`src/core/monitor_pkg.sv`:
```
// Purpose: Shared constants and types for the shunt power monitor register block
// Assumes: 20 MHz core clock, 16-bit registers, 8-bit register index
// Notes: Conversion times are in ns; cycle counts derive from the clock period

package monitor_pkg;

  // ==========================================================================
  // Register offsets
  localparam logic [7:0] ADDR_SETUP = 8'h00;
  localparam logic [7:0] ADDR_DROP = 8'h01;
  localparam logic [7:0] ADDR_SUPPLY = 8'h02;
  localparam logic [7:0] ADDR_POWER = 8'h03;
  localparam logic [7:0] ADDR_CURRENT = 8'h04;
  localparam logic [7:0] ADDR_SCALE = 8'h05;
  localparam logic [7:0] ADDR_ALERT_SEL = 8'h06;
  localparam logic [7:0] ADDR_ALERT_LIM = 8'h07;
  localparam logic [7:0] ADDR_IDENTITY = 8'hFF;

  // ==========================================================================
  // Reset values and field positions
  localparam logic [15:0] SETUP_RESET = 16'h4127;
  localparam logic [15:0] RESULT_RESET = 16'h0000;
  localparam logic [15:0] SCALE_RESET = 16'h0000;
  localparam logic [15:0] ALERT_RESET = 16'h0000;
  localparam logic [15:0] ALERT_SEL_WMASK = 16'hFFE3;
  localparam int RESTORE_BIT = 15;
  localparam int AVG_LSB = 9;
  localparam int SUPPLY_CT_LSB = 6;
  localparam int DROP_CT_LSB = 3;
  localparam int MODE_LSB = 0;
  localparam int MODE_CONT_BIT = 2;
  localparam int MODE_SUPPLY_BIT = 1;
  localparam int MODE_DROP_BIT = 0;

  // ==========================================================================
  // Arithmetic scaling
  localparam int CURRENT_SHIFT = 11;
  localparam logic [31:0] POWER_DIVISOR = 32'h0000_4E20;

  // ==========================================================================
  // Conversion times
  localparam int unsigned CLK_NS = 50;
  localparam int unsigned CT0_NS = 140000;
  localparam int unsigned CT1_NS = 204000;
  localparam int unsigned CT2_NS = 332000;
  localparam int unsigned CT3_NS = 588000;
  localparam int unsigned CT4_NS = 1100000;
  localparam int unsigned CT5_NS = 2116000;
  localparam int unsigned CT6_NS = 4156000;
  localparam int unsigned CT7_NS = 8224000;
  localparam int unsigned CT0_CYC = (CT0_NS + CLK_NS - 1) / CLK_NS;
  localparam int unsigned CT1_CYC = (CT1_NS + CLK_NS - 1) / CLK_NS;
  localparam int unsigned CT2_CYC = (CT2_NS + CLK_NS - 1) / CLK_NS;
  localparam int unsigned CT3_CYC = (CT3_NS + CLK_NS - 1) / CLK_NS;
  localparam int unsigned CT4_CYC = (CT4_NS + CLK_NS - 1) / CLK_NS;
  localparam int unsigned CT5_CYC = (CT5_NS + CLK_NS - 1) / CLK_NS;
  localparam int unsigned CT6_CYC = (CT6_NS + CLK_NS - 1) / CLK_NS;
  localparam int unsigned CT7_CYC = (CT7_NS + CLK_NS - 1) / CLK_NS;

  // ==========================================================================
  // Measurement sequencer states
  typedef enum logic [3:0] {
    ST_IDLE = 4'h1,
    ST_DROP = 4'h2,
    ST_SUPPLY = 4'h4,
    ST_CALC = 4'h8
  } state_e;

endpackage

```
`src/core/conv_timer.sv`:
```
// Purpose: Counts one conversion time selected by a 3-bit code
// Assumes: start is a one-cycle pulse from logic on core_clk
// Notes: A new start reloads the count, so an aborted conversion never ends early

`timescale 1ns/1ps

module conv_timer #(
  parameter int unsigned CYC0 = 2,
  parameter int unsigned CYC1 = 2,
  parameter int unsigned CYC2 = 2,
  parameter int unsigned CYC3 = 2,
  parameter int unsigned CYC4 = 2,
  parameter int unsigned CYC5 = 2,
  parameter int unsigned CYC6 = 2,
  parameter int unsigned CYC7 = 2
) (
  input wire logic core_clk,
  input wire logic rst,
  input wire logic start,
  input wire logic [2:0] code,
  output logic done
);

  typedef struct packed {
    logic [17:0] count;
    logic busy;
    logic done;
  } timer_s;

  timer_s cur;
  timer_s next_cur;

  // ==========================================================================
  // Countdown
  always_comb begin
    next_cur = cur;
    next_cur.done = 1'b0;
    if (start) begin
      next_cur.busy = 1'b1;
      case (code)
        3'h0: next_cur.count = 18'(CYC0 - 1);
        3'h1: next_cur.count = 18'(CYC1 - 1);
        3'h2: next_cur.count = 18'(CYC2 - 1);
        3'h3: next_cur.count = 18'(CYC3 - 1);
        3'h4: next_cur.count = 18'(CYC4 - 1);
        3'h5: next_cur.count = 18'(CYC5 - 1);
        3'h6: next_cur.count = 18'(CYC6 - 1);
        default: next_cur.count = 18'(CYC7 - 1);
      endcase
    end else if (cur.busy) begin
      if (cur.count == 18'h00000) begin
        next_cur.busy = 1'b0;
        next_cur.done = 1'b1;
      end else begin
        next_cur.count = cur.count - 18'h00001;
      end
    end
  end

  always_ff @(posedge core_clk or posedge rst) begin
    if (rst) begin
      cur <= '0;
    end else begin
      cur <= next_cur;
    end
  end

  assign done = cur.done;
endmodule

```
`src/core/shunt_power_monitor_regs.sv`:
```
// Purpose: Measurement setup, averaging and result registers of a shunt power monitor
// Assumes: Register port and raw converter samples come from logic on core_clk
// Notes: Power magnitude is computed from the current magnitude; register read is one cycle
//
// Operation
// (RQ1) Reading the setup register changes no setting and no conversion.
// (RQ2) Writing setup at 00h halts conversion, then restarts with new contents.
// (RQ3) Writing one to setup bit 15 restores all defaults; bit self-clears.
// (RQ4) Setup bits 11:9 select 1 to 1024 averaged samples, default one.
// (RQ5) Setup bits 8:6 pick supply conversion time, default code 100.
// (RQ6) Setup bits 5:3 pick drop conversion time, same table, default 100.
// (RQ7) Setup bits 2:0 pick mode: off, triggered or continuous, default 111.
// (RQ8) Triggered runs one set per setup write; continuous repeats forever.
// (RQ9) Drop result is 16-bit two's complement, 2.5 uV per step.
// (RQ10) Drop result bit 15 marks negative; low bits carry the data.
// (RQ11) With averaging, result registers hold averaged values.
// (RQ12) Supply result step 1.25 mV; top bit always reads zero.
// (RQ13) Power step equals 25 times the current step.
// (RQ14) Power comes from current times supply result.
// (RQ15) That product is divided by 20000 for power.
// (RQ16) Current comes from signed drop value times scale factor.
// (RQ17) That product is divided by 2048 for current.
// (RQ18) Current is signed; negative drop gives negative current.
// (RQ19) Current and power stay zero until scale factor is written.
// (RQ20) Scale factor bits 14:0 set steps; all sixteen bits read and write.
// (RQ21) Reset values: setup 4127h, all other registers zero; identity at FFh reads CHIP_ID (5A01h).

`timescale 1ns/1ps

module shunt_power_monitor_regs #(
  parameter int unsigned CT2_CYC = monitor_pkg::CT2_CYC,
  parameter int unsigned CT3_CYC = monitor_pkg::CT3_CYC,
  parameter int unsigned CT4_CYC = monitor_pkg::CT4_CYC,
  parameter int unsigned CT5_CYC = monitor_pkg::CT5_CYC,
  parameter int unsigned CT6_CYC = monitor_pkg::CT6_CYC,
  parameter int unsigned CT7_CYC = monitor_pkg::CT7_CYC,
  // Arbitrary identity value
  parameter logic [15:0] CHIP_ID = 16'h5A01
) (
  input wire logic core_clk,
  input wire logic rst,
  input wire logic [7:0] reg_addr,
  input wire logic reg_wr,
  input wire logic reg_rd,
  input wire logic [15:0] reg_wdata,
  output logic [15:0] reg_rdata,
  input wire logic [15:0] drop_voltage,
  input wire logic [15:0] supply_voltage_input,
  output logic conv_start,
  output logic conv_supply,
  output logic [2:0] conv_time_sel,
  output logic conv_active
);

  typedef struct packed {
    monitor_pkg::state_e state;
    logic kick;
    logic [14:0] setup;
    logic [15:0] scale;
    logic [15:0] alert_sel;
    logic [15:0] alert_lim;
    logic [15:0] drop_res;
    logic [15:0] sup_res;
    logic [15:0] pwr_res;
    logic [15:0] cur_res;
    logic cal_written;
    logic signed [25:0] acc_drop;
    logic [25:0] acc_sup;
    logic [10:0] k;
    logic tstart;
    logic tsupply;
    logic [2:0] tcode;
    logic active;
    logic [15:0] rdata;
  } main_state_s;

  localparam main_state_s RESET_VAL = '{
    state: monitor_pkg::ST_IDLE,
    kick: 1'b1,
    setup: monitor_pkg::SETUP_RESET[14:0],
    scale: monitor_pkg::SCALE_RESET,
    alert_sel: monitor_pkg::ALERT_RESET,
    alert_lim: monitor_pkg::ALERT_RESET,
    drop_res: monitor_pkg::RESULT_RESET,
    sup_res: monitor_pkg::RESULT_RESET,
    pwr_res: monitor_pkg::RESULT_RESET,
    cur_res: monitor_pkg::RESULT_RESET,
    default: '0
  };

  main_state_s cur;
  main_state_s next_cur;
  logic timer_done;

  // ==========================================================================
  // Conversion timer
  conv_timer #(
    .CYC0(monitor_pkg::CT0_CYC),
    .CYC1(monitor_pkg::CT1_CYC),
    .CYC2(CT2_CYC),
    .CYC3(CT3_CYC),
    .CYC4(CT4_CYC),
    .CYC5(CT5_CYC),
    .CYC6(CT6_CYC),
    .CYC7(CT7_CYC)
  ) u_timer (
    .core_clk(core_clk),
    .rst(rst),
    .start(cur.tstart),
    .code(cur.tcode),
    .done(timer_done)
  );

  function automatic logic [3:0] avg_shift(input logic [2:0] sel);
    case (sel)
      3'h0: avg_shift = 4'h0;
      3'h1: avg_shift = 4'h2;
      3'h2: avg_shift = 4'h4;
      3'h3: avg_shift = 4'h6;
      3'h4: avg_shift = 4'h7;
      3'h5: avg_shift = 4'h8;
      3'h6: avg_shift = 4'h9;
      default: avg_shift = 4'hA;
    endcase
  endfunction

  // ==========================================================================
  // Sequencer, arithmetic and register file
  always_comb begin
    logic [2:0] mode;
    logic [2:0] sample_count_sel;
    logic [2:0] supply_conv_time;
    logic [2:0] drop_conv_time;
    logic [3:0] sh;
    logic [10:0] k_last;
    logic signed [25:0] sum_drop;
    logic [25:0] sum_sup;
    logic signed [25:0] avg_drop;
    logic [25:0] avg_sup;
    logic [15:0] drop_value;
    logic [15:0] supply_value;
    logic signed [31:0] cur_prod;
    logic [15:0] scale_value;
    logic [15:0] cur_mag;
    logic [31:0] pwr_prod;
    logic [31:0] power_value;
    mode = '0;
    sample_count_sel = '0;
    supply_conv_time = '0;
    drop_conv_time = '0;
    sh = '0;
    k_last = '0;
    sum_drop = '0;
    sum_sup = '0;
    avg_drop = '0;
    avg_sup = '0;
    drop_value = '0;
    supply_value = '0;
    cur_prod = '0;
    scale_value = '0;
    cur_mag = '0;
    pwr_prod = '0;
    power_value = '0;
    next_cur = cur;
    next_cur.tstart = 1'b0;
    mode = cur.setup[monitor_pkg::MODE_LSB +: 3]; // RQ7
    sample_count_sel = cur.setup[monitor_pkg::AVG_LSB +: 3]; // RQ4
    supply_conv_time = cur.setup[monitor_pkg::SUPPLY_CT_LSB +: 3]; // RQ5
    drop_conv_time = cur.setup[monitor_pkg::DROP_CT_LSB +: 3]; // RQ6
    sh = avg_shift(sample_count_sel); // RQ4
    k_last = 11'((11'h001 << sh) - 11'h001);
    sum_drop = cur.acc_drop + {{10{drop_voltage[15]}}, drop_voltage};
    sum_sup = cur.acc_sup + {11'h000, supply_voltage_input[14:0]};
    avg_drop = cur.acc_drop >>> sh; // RQ11
    avg_sup = cur.acc_sup >> sh; // RQ11
    drop_value = mode[monitor_pkg::MODE_DROP_BIT] ? avg_drop[15:0] : cur.drop_res;
    supply_value = mode[monitor_pkg::MODE_SUPPLY_BIT] ? {1'b0, avg_sup[14:0]} : cur.sup_res; // RQ12
    scale_value = {1'b0, cur.scale[14:0]}; // RQ20
    cur_prod = $signed(drop_value) * $signed(scale_value); // RQ16
    cur_prod = cur_prod >>> monitor_pkg::CURRENT_SHIFT; // RQ17
    cur_mag = cur_prod[15] ? 16'(-cur_prod[15:0]) : cur_prod[15:0]; // RQ18
    pwr_prod = {16'h0000, cur_mag} * {16'h0000, supply_value}; // RQ14
    power_value = pwr_prod / monitor_pkg::POWER_DIVISOR; // RQ15 RQ13
    case (cur.state)
      monitor_pkg::ST_IDLE: begin
        next_cur.active = 1'b0;
        if (cur.kick) begin
          next_cur.kick = 1'b0;
          next_cur.acc_drop = '0;
          next_cur.acc_sup = '0;
          next_cur.k = '0;
          if (mode[1:0] != 2'h0) begin
            next_cur.active = 1'b1;
            next_cur.tstart = 1'b1; // RQ2
            next_cur.tsupply = !mode[monitor_pkg::MODE_DROP_BIT];
            next_cur.tcode = mode[monitor_pkg::MODE_DROP_BIT] ? drop_conv_time
                                                              : supply_conv_time;
            next_cur.state = mode[monitor_pkg::MODE_DROP_BIT] ? monitor_pkg::ST_DROP
                                                              : monitor_pkg::ST_SUPPLY;
          end
        end
      end
      monitor_pkg::ST_DROP: begin
        if (timer_done && !cur.tstart) begin
          next_cur.acc_drop = sum_drop;
          next_cur.tstart = 1'b1;
          if (mode[monitor_pkg::MODE_SUPPLY_BIT]) begin
            next_cur.tsupply = 1'b1;
            next_cur.tcode = supply_conv_time;
            next_cur.state = monitor_pkg::ST_SUPPLY;
          end else if (cur.k == k_last) begin
            next_cur.tstart = 1'b0;
            next_cur.state = monitor_pkg::ST_CALC;
          end else begin
            next_cur.k = cur.k + 11'h001;
            next_cur.tcode = drop_conv_time;
          end
        end
      end
      monitor_pkg::ST_SUPPLY: begin
        if (timer_done && !cur.tstart) begin
          next_cur.acc_sup = sum_sup;
          if (cur.k == k_last) begin
            next_cur.state = monitor_pkg::ST_CALC;
          end else begin
            next_cur.k = cur.k + 11'h001;
            next_cur.tstart = 1'b1;
            next_cur.tsupply = !mode[monitor_pkg::MODE_DROP_BIT];
            next_cur.tcode = mode[monitor_pkg::MODE_DROP_BIT] ? drop_conv_time
                                                              : supply_conv_time;
            next_cur.state = mode[monitor_pkg::MODE_DROP_BIT] ? monitor_pkg::ST_DROP
                                                              : monitor_pkg::ST_SUPPLY;
          end
        end
      end
      monitor_pkg::ST_CALC: begin
        next_cur.drop_res = drop_value; // RQ9 RQ10
        next_cur.sup_res = supply_value; // RQ12
        if (cur.cal_written) begin
          next_cur.cur_res = cur_prod[15:0]; // RQ18
          next_cur.pwr_res = power_value[15:0]; // RQ14
        end
        next_cur.kick = mode[monitor_pkg::MODE_CONT_BIT]; // RQ8
        next_cur.state = monitor_pkg::ST_IDLE;
      end
      default: begin
        next_cur.state = monitor_pkg::ST_IDLE;
      end
    endcase
    if (reg_wr) begin
      if (reg_addr == monitor_pkg::ADDR_SETUP) begin
        if (reg_wdata[monitor_pkg::RESTORE_BIT]) begin
          next_cur = RESET_VAL; // RQ3 RQ21
          next_cur.rdata = cur.rdata;
        end else begin
          next_cur.setup = reg_wdata[14:0]; // RQ4 RQ5 RQ6 RQ7
          next_cur.state = monitor_pkg::ST_IDLE; // RQ2
          next_cur.kick = 1'b1; // RQ2 RQ8
          next_cur.tstart = 1'b0;
          next_cur.active = 1'b0;
        end
      end else if (reg_addr == monitor_pkg::ADDR_SCALE) begin
        next_cur.scale = reg_wdata; // RQ20
        next_cur.cal_written = 1'b1; // RQ19
      end else if (reg_addr == monitor_pkg::ADDR_ALERT_SEL) begin
        next_cur.alert_sel = reg_wdata & monitor_pkg::ALERT_SEL_WMASK;
      end else if (reg_addr == monitor_pkg::ADDR_ALERT_LIM) begin
        next_cur.alert_lim = reg_wdata;
      end
    end
    if (reg_rd) begin
      if (reg_addr == monitor_pkg::ADDR_SETUP) begin
        next_cur.rdata = {1'b0, cur.setup}; // RQ1 RQ3
      end else if (reg_addr == monitor_pkg::ADDR_DROP) begin
        next_cur.rdata = cur.drop_res;
      end else if (reg_addr == monitor_pkg::ADDR_SUPPLY) begin
        next_cur.rdata = cur.sup_res;
      end else if (reg_addr == monitor_pkg::ADDR_POWER) begin
        next_cur.rdata = cur.pwr_res;
      end else if (reg_addr == monitor_pkg::ADDR_CURRENT) begin
        next_cur.rdata = cur.cur_res;
      end else if (reg_addr == monitor_pkg::ADDR_SCALE) begin
        next_cur.rdata = cur.scale;
      end else if (reg_addr == monitor_pkg::ADDR_ALERT_SEL) begin
        next_cur.rdata = cur.alert_sel;
      end else if (reg_addr == monitor_pkg::ADDR_ALERT_LIM) begin
        next_cur.rdata = cur.alert_lim;
      end else if (reg_addr == monitor_pkg::ADDR_IDENTITY) begin
        next_cur.rdata = CHIP_ID;
      end else begin
        next_cur.rdata = 16'h0000;
      end
    end
  end

  always_ff @(posedge core_clk or posedge rst) begin
    if (rst) begin
      cur <= RESET_VAL; // RQ21
    end else begin
      cur <= next_cur;
    end
  end

  assign reg_rdata = cur.rdata;
  assign conv_start = cur.tstart;
  assign conv_supply = cur.tsupply;
  assign conv_time_sel = cur.tcode;
  assign conv_active = cur.active;

  logic setup_wr;
  assign setup_wr = reg_wr && (reg_addr == monitor_pkg::ADDR_SETUP);
endmodule

```
`config.mk`:
```
export PLATFORM = sky130hd
export DESIGN_NAME = shunt_power_monitor_regs
export DESIGN_NICKNAME = d
export VERILOG_FILES = /design/src/core/monitor_pkg.sv /design/src/core/conv_timer.sv /design/src/core/shunt_power_monitor_regs.sv
export SDC_FILE = /design/constraint.sdc
export NUM_CORES = 2
export LEC_CHECK = 0
export BUFFER_PORTS_ARGS = -buffer_cell sky130_fd_sc_hd__buf_2
export CORE_MARGIN = 2
export CORE_UTILIZATION = 45
export CTS_CLUSTER_DIAMETER = 50
export DETAILED_ROUTE_END_ITERATION = 10
export GPL_TIMING_DRIVEN = 0
export HOLD_SLACK_MARGIN = 0.1
export PLACE_DENSITY = 0.7
export SLEW_MARGIN = 20
export SYNTH_ARGS = -nofsm -noshare
export SYNTH_HDL_FRONTEND = slang
export SYNTH_HIERARCHICAL = 1
export SYNTH_SLANG_ARGS = --single-unit
```
`constraint.sdc`:
```
create_clock -name core_clk -period 40 [get_ports core_clk]
set_clock_uncertainty 0.05 [all_clocks]
set_input_delay 2 -clock core_clk [delete_from_list [all_inputs] [get_ports core_clk]]
set_output_delay 2 -clock core_clk [all_outputs]
set_load 0.01 [all_outputs]
```
==> out/results.txt <==
Mean Syn Cell Area: 8.16 um2
leakage: 0.0194 uW
Vias: 36300
RSZ-0062 raised after global routing: no
dominant cell type by area after synthesis: fa_1
CP Max Fanout: 10
Startpoint Class: flip-flop
die area: 90000 um2
Post-CTS Setup Repair Bufs: 0
Final WS setup: 2.53 ns
# rows: 108
Worst VDD drop: 0.000216 V
register area: 5890 um2
number of flops mapped to enable cells by yosys: 0
pin count of the biggest net entering global routing: 81
synthesis-to-layout area growth: 7.77%
most frequent CP cell: inv_1
post-route antenna net violation count: 0
share of cells above drive strength 1: 0.0830
gp weighted congestion: 0.979
Slew @ Worst Pin: 1.25 ns
Worst Hold Class: reg -> reg
total global-route track usage: 0.265
Seq/Total Area, Yosys: 0.149
CTS tree: yes
WL/cell: 19.5 um
Clock Latency Late Sink: 0.58 ns
Final #Nets: 5624
core area: 86800 um2
hpwl dp: 96200 um
pre-CTS WS: 1.08 ns
clock root buffer: clkbuf_16
critical path's top delay family: compound AO/OA/AOI/OAI gates
XOR/XNOR Fraction of Synth Area: 0.0507
number of global-route vias before repair: 35600
Power Density: 63.8 nW/um2
CP startpoint: cur[208]$_DFFE_PP0P_
setup_tns: 0 ns
Post-synth ARST share: 1.00
mux contribution to synthesized area: 0.0377
Num CTS Buffers: 27
Post-Synth Adder-Cell Area: 0.274
H-tree Lvls: 1
simple-gate area share of the yosys netlist: 0.201
Slew HR: 0.165
#FFs+latches synth: 235
io pins: 82
Die W: 300 um
R2R Setup Slk: 2.53 ns
post-synthesis compound-gate area fraction: 0.206
WP buf/inv: 32
ranking of synthesized cells by area: fa_1 (20%), dfrtp_1 (14%), ha_1 (6.9%)
CP Capture Type: flip-flop
Die Height: 300 um
Syn. warnings: 6
hold wc startpoint: cur[171]$_DFFE_PP0P_
Tmin final: 37.47 ns
CTS Buffer Depth: 3
CP Data Arrival Time: 37.87 ns
FF-to-FF Start: cur[208]$_DFFE_PP0P_
Port-buffer cells: 77
number of remaining DRC errors: 0
area of the multi-input gates: 30600 um2
final setup vio count: 0
first-pass GRT wire length: 194000 um
Max Clk Rate: 0.0267 GHz
Most used DFF post-synth: dfrtp_1
outcome: finished, final reports clean
vias per cell: 5.92
1st-pass router iterations: 5
syn_nets: 5511
Clock transition at path regs: 0.06 ns
Final Hold Viols: 0
Cells after Synth: 4832
max_cap viols: 0
largest family of logic cells by synthesized area: adder cells
max-slew violations: 0
Fillers: 8404
Crit path largest cell delay: 0.72 ns
Crit Path Class: reg -> reg
Initial Util: 0.454
Sink Count: 235
CP max-delay cell: o211ai_1
Post-Syn Area: 39400 um2
Netlist cell types: 150
total grt overflow: 0
data required time of the worst path: 40.40 ns
initial antenna violation count: 3
share of the synthesized area in the top cell type: 0.205
final worst-path cycle share: 0.937
drt total wl: 119000 um
Initial DRC Count: 3555
## final cells by class
type	count	share of cell area
well taps	1155	0.0340
flip-flops and latches	235	0.139
clock inverters	14	0.00412
plain buffers	253	0.0277
repair buffers	84	0.0111
clock buffers	36	0.0174
diodes	2	0.000118
multi-input cells	3807	0.719
inverters	537	0.0476
## placed cells by master (no fill, tap or decap), types with 14 or more instances in the layout
cell,n
mux2i_1,97
clkbuf_1,176
o21ai_0,215
clkbuf_16,27
or2_2,16
nor4_1,14
or3_1,29
o21a_1,25
inv_1,534
a21o_1,44
o22ai_1,29
xor2_1,51
nor2_1,472
a211oi_1,68
buf_2,93
xnor2_2,14
and3_1,37
nor3_1,71
buf_4,40
a22oi_1,82
a31oi_1,37
o2111ai_1,19
dfrtp_1,227
xnor2_1,145
nand2_1,551
o31ai_1,16
o21bai_1,32
o211ai_1,47
nand3_1,85
nand4_1,33
mux2_2,22
o21ai_1,34
a21oi_1,275
nand2b_1,70
ha_1,216
nor2b_1,71
fa_1,403
and2_1,114
## sequential cells by signal, indices dropped and copies added, names as in the netlist
| register | cells |
|---|---|
| u_timer/done | 1 |
| conv_time_sel | 3 |
| conv_active | 1 |
| cur | 193 |
| conv_supply | 1 |
| conv_start | 1 |
| u_timer/cur | 19 |
| reg_rdata | 16 |
## logic make-up after synthesis
family,after synthesis
and+or+nand+nor,1660
xor gates and xnor gates,219
adders and majority gates,624
buffers and inverters,790
DFF,235
muxes,132
other,1
AOI/OAI and AO/OA,1171
## synthesized netlist by cell type (all sizes together) (33+ instances only)
| cell | number |
|---|---|
| fa | 403 |
| nor2 | 474 |
| nor3 | 79 |
| mux2i | 98 |
| a21oi | 285 |
| a21o | 44 |
| xnor2 | 159 |
| nand2b | 70 |
| a22oi | 83 |
| o21ai | 256 |
| clkbuf | 182 |
| xor2 | 60 |
| o211ai | 50 |
| o21bai | 33 |
| nand2 | 555 |
| inv | 536 |
| nor2b | 71 |
| and2 | 114 |
| buf | 71 |
| a31oi | 46 |
| dfrtp | 227 |
| nand4 | 34 |
| ha | 216 |
| nand3 | 87 |
| and3 | 41 |
| a211oi | 75 |
## where the power goes
part / switching (uW) / internal (uW)
clock: 108 / 151
combinational: 1380 / 812
sequential: 13.7 / 251
## per-stage QoR
stage                     instance area, um2  total power, uW  hold slack (ns)   util  instances
after floorplan                        39400             1940            0.394      -       4832
after global placement                 41300             2390            0.408  0.476       6064
after detailed placement               41400             2420            0.421  0.477       6071
after CTS                              42300             2680            0.433  0.488       6121
after global routing                   42500             2950            0.454  0.490       6121
final                                  42500             2710            0.436  0.490       6123
## path summary, 6_finish.rpt
path,endpoint,cells after the start
max in group asynchronous,cur[182]$_DFFE_PP0P_,4
worst max register to register,cur[102]$_DFF_PP0_,138
worst max-delay path,cur[102]$_DFF_PP0_,138
min in group asynchronous,cur[65]$_DFF_PP0_,2
worst min register to register,cur[171]$_DFFE_PP0P_,2
worst min-delay path,cur[171]$_DFFE_PP0P_,2
## layer usage
metal	GRT usage	vias to the layer above	wire length, um
li1	-	16800	-
met1	0.368	17700	50700
met2	0.431	1565	54700
met3	0.0319	227	9790
met4	0.0882	2	4220
met5	0	-	12
## tightest hold or removal path, stage by stage (launching register included)
cell and delay [ns]:
dfrtp_1 0.34, nand2_1 0.04, o21ai_0 0.07
## timing repair
action,CTS,global route
resized for setup,0,38
hold buffers,0,0
setup endpoints to repair,0,2
Note: power is estimated with default switching activity, not from simulation.
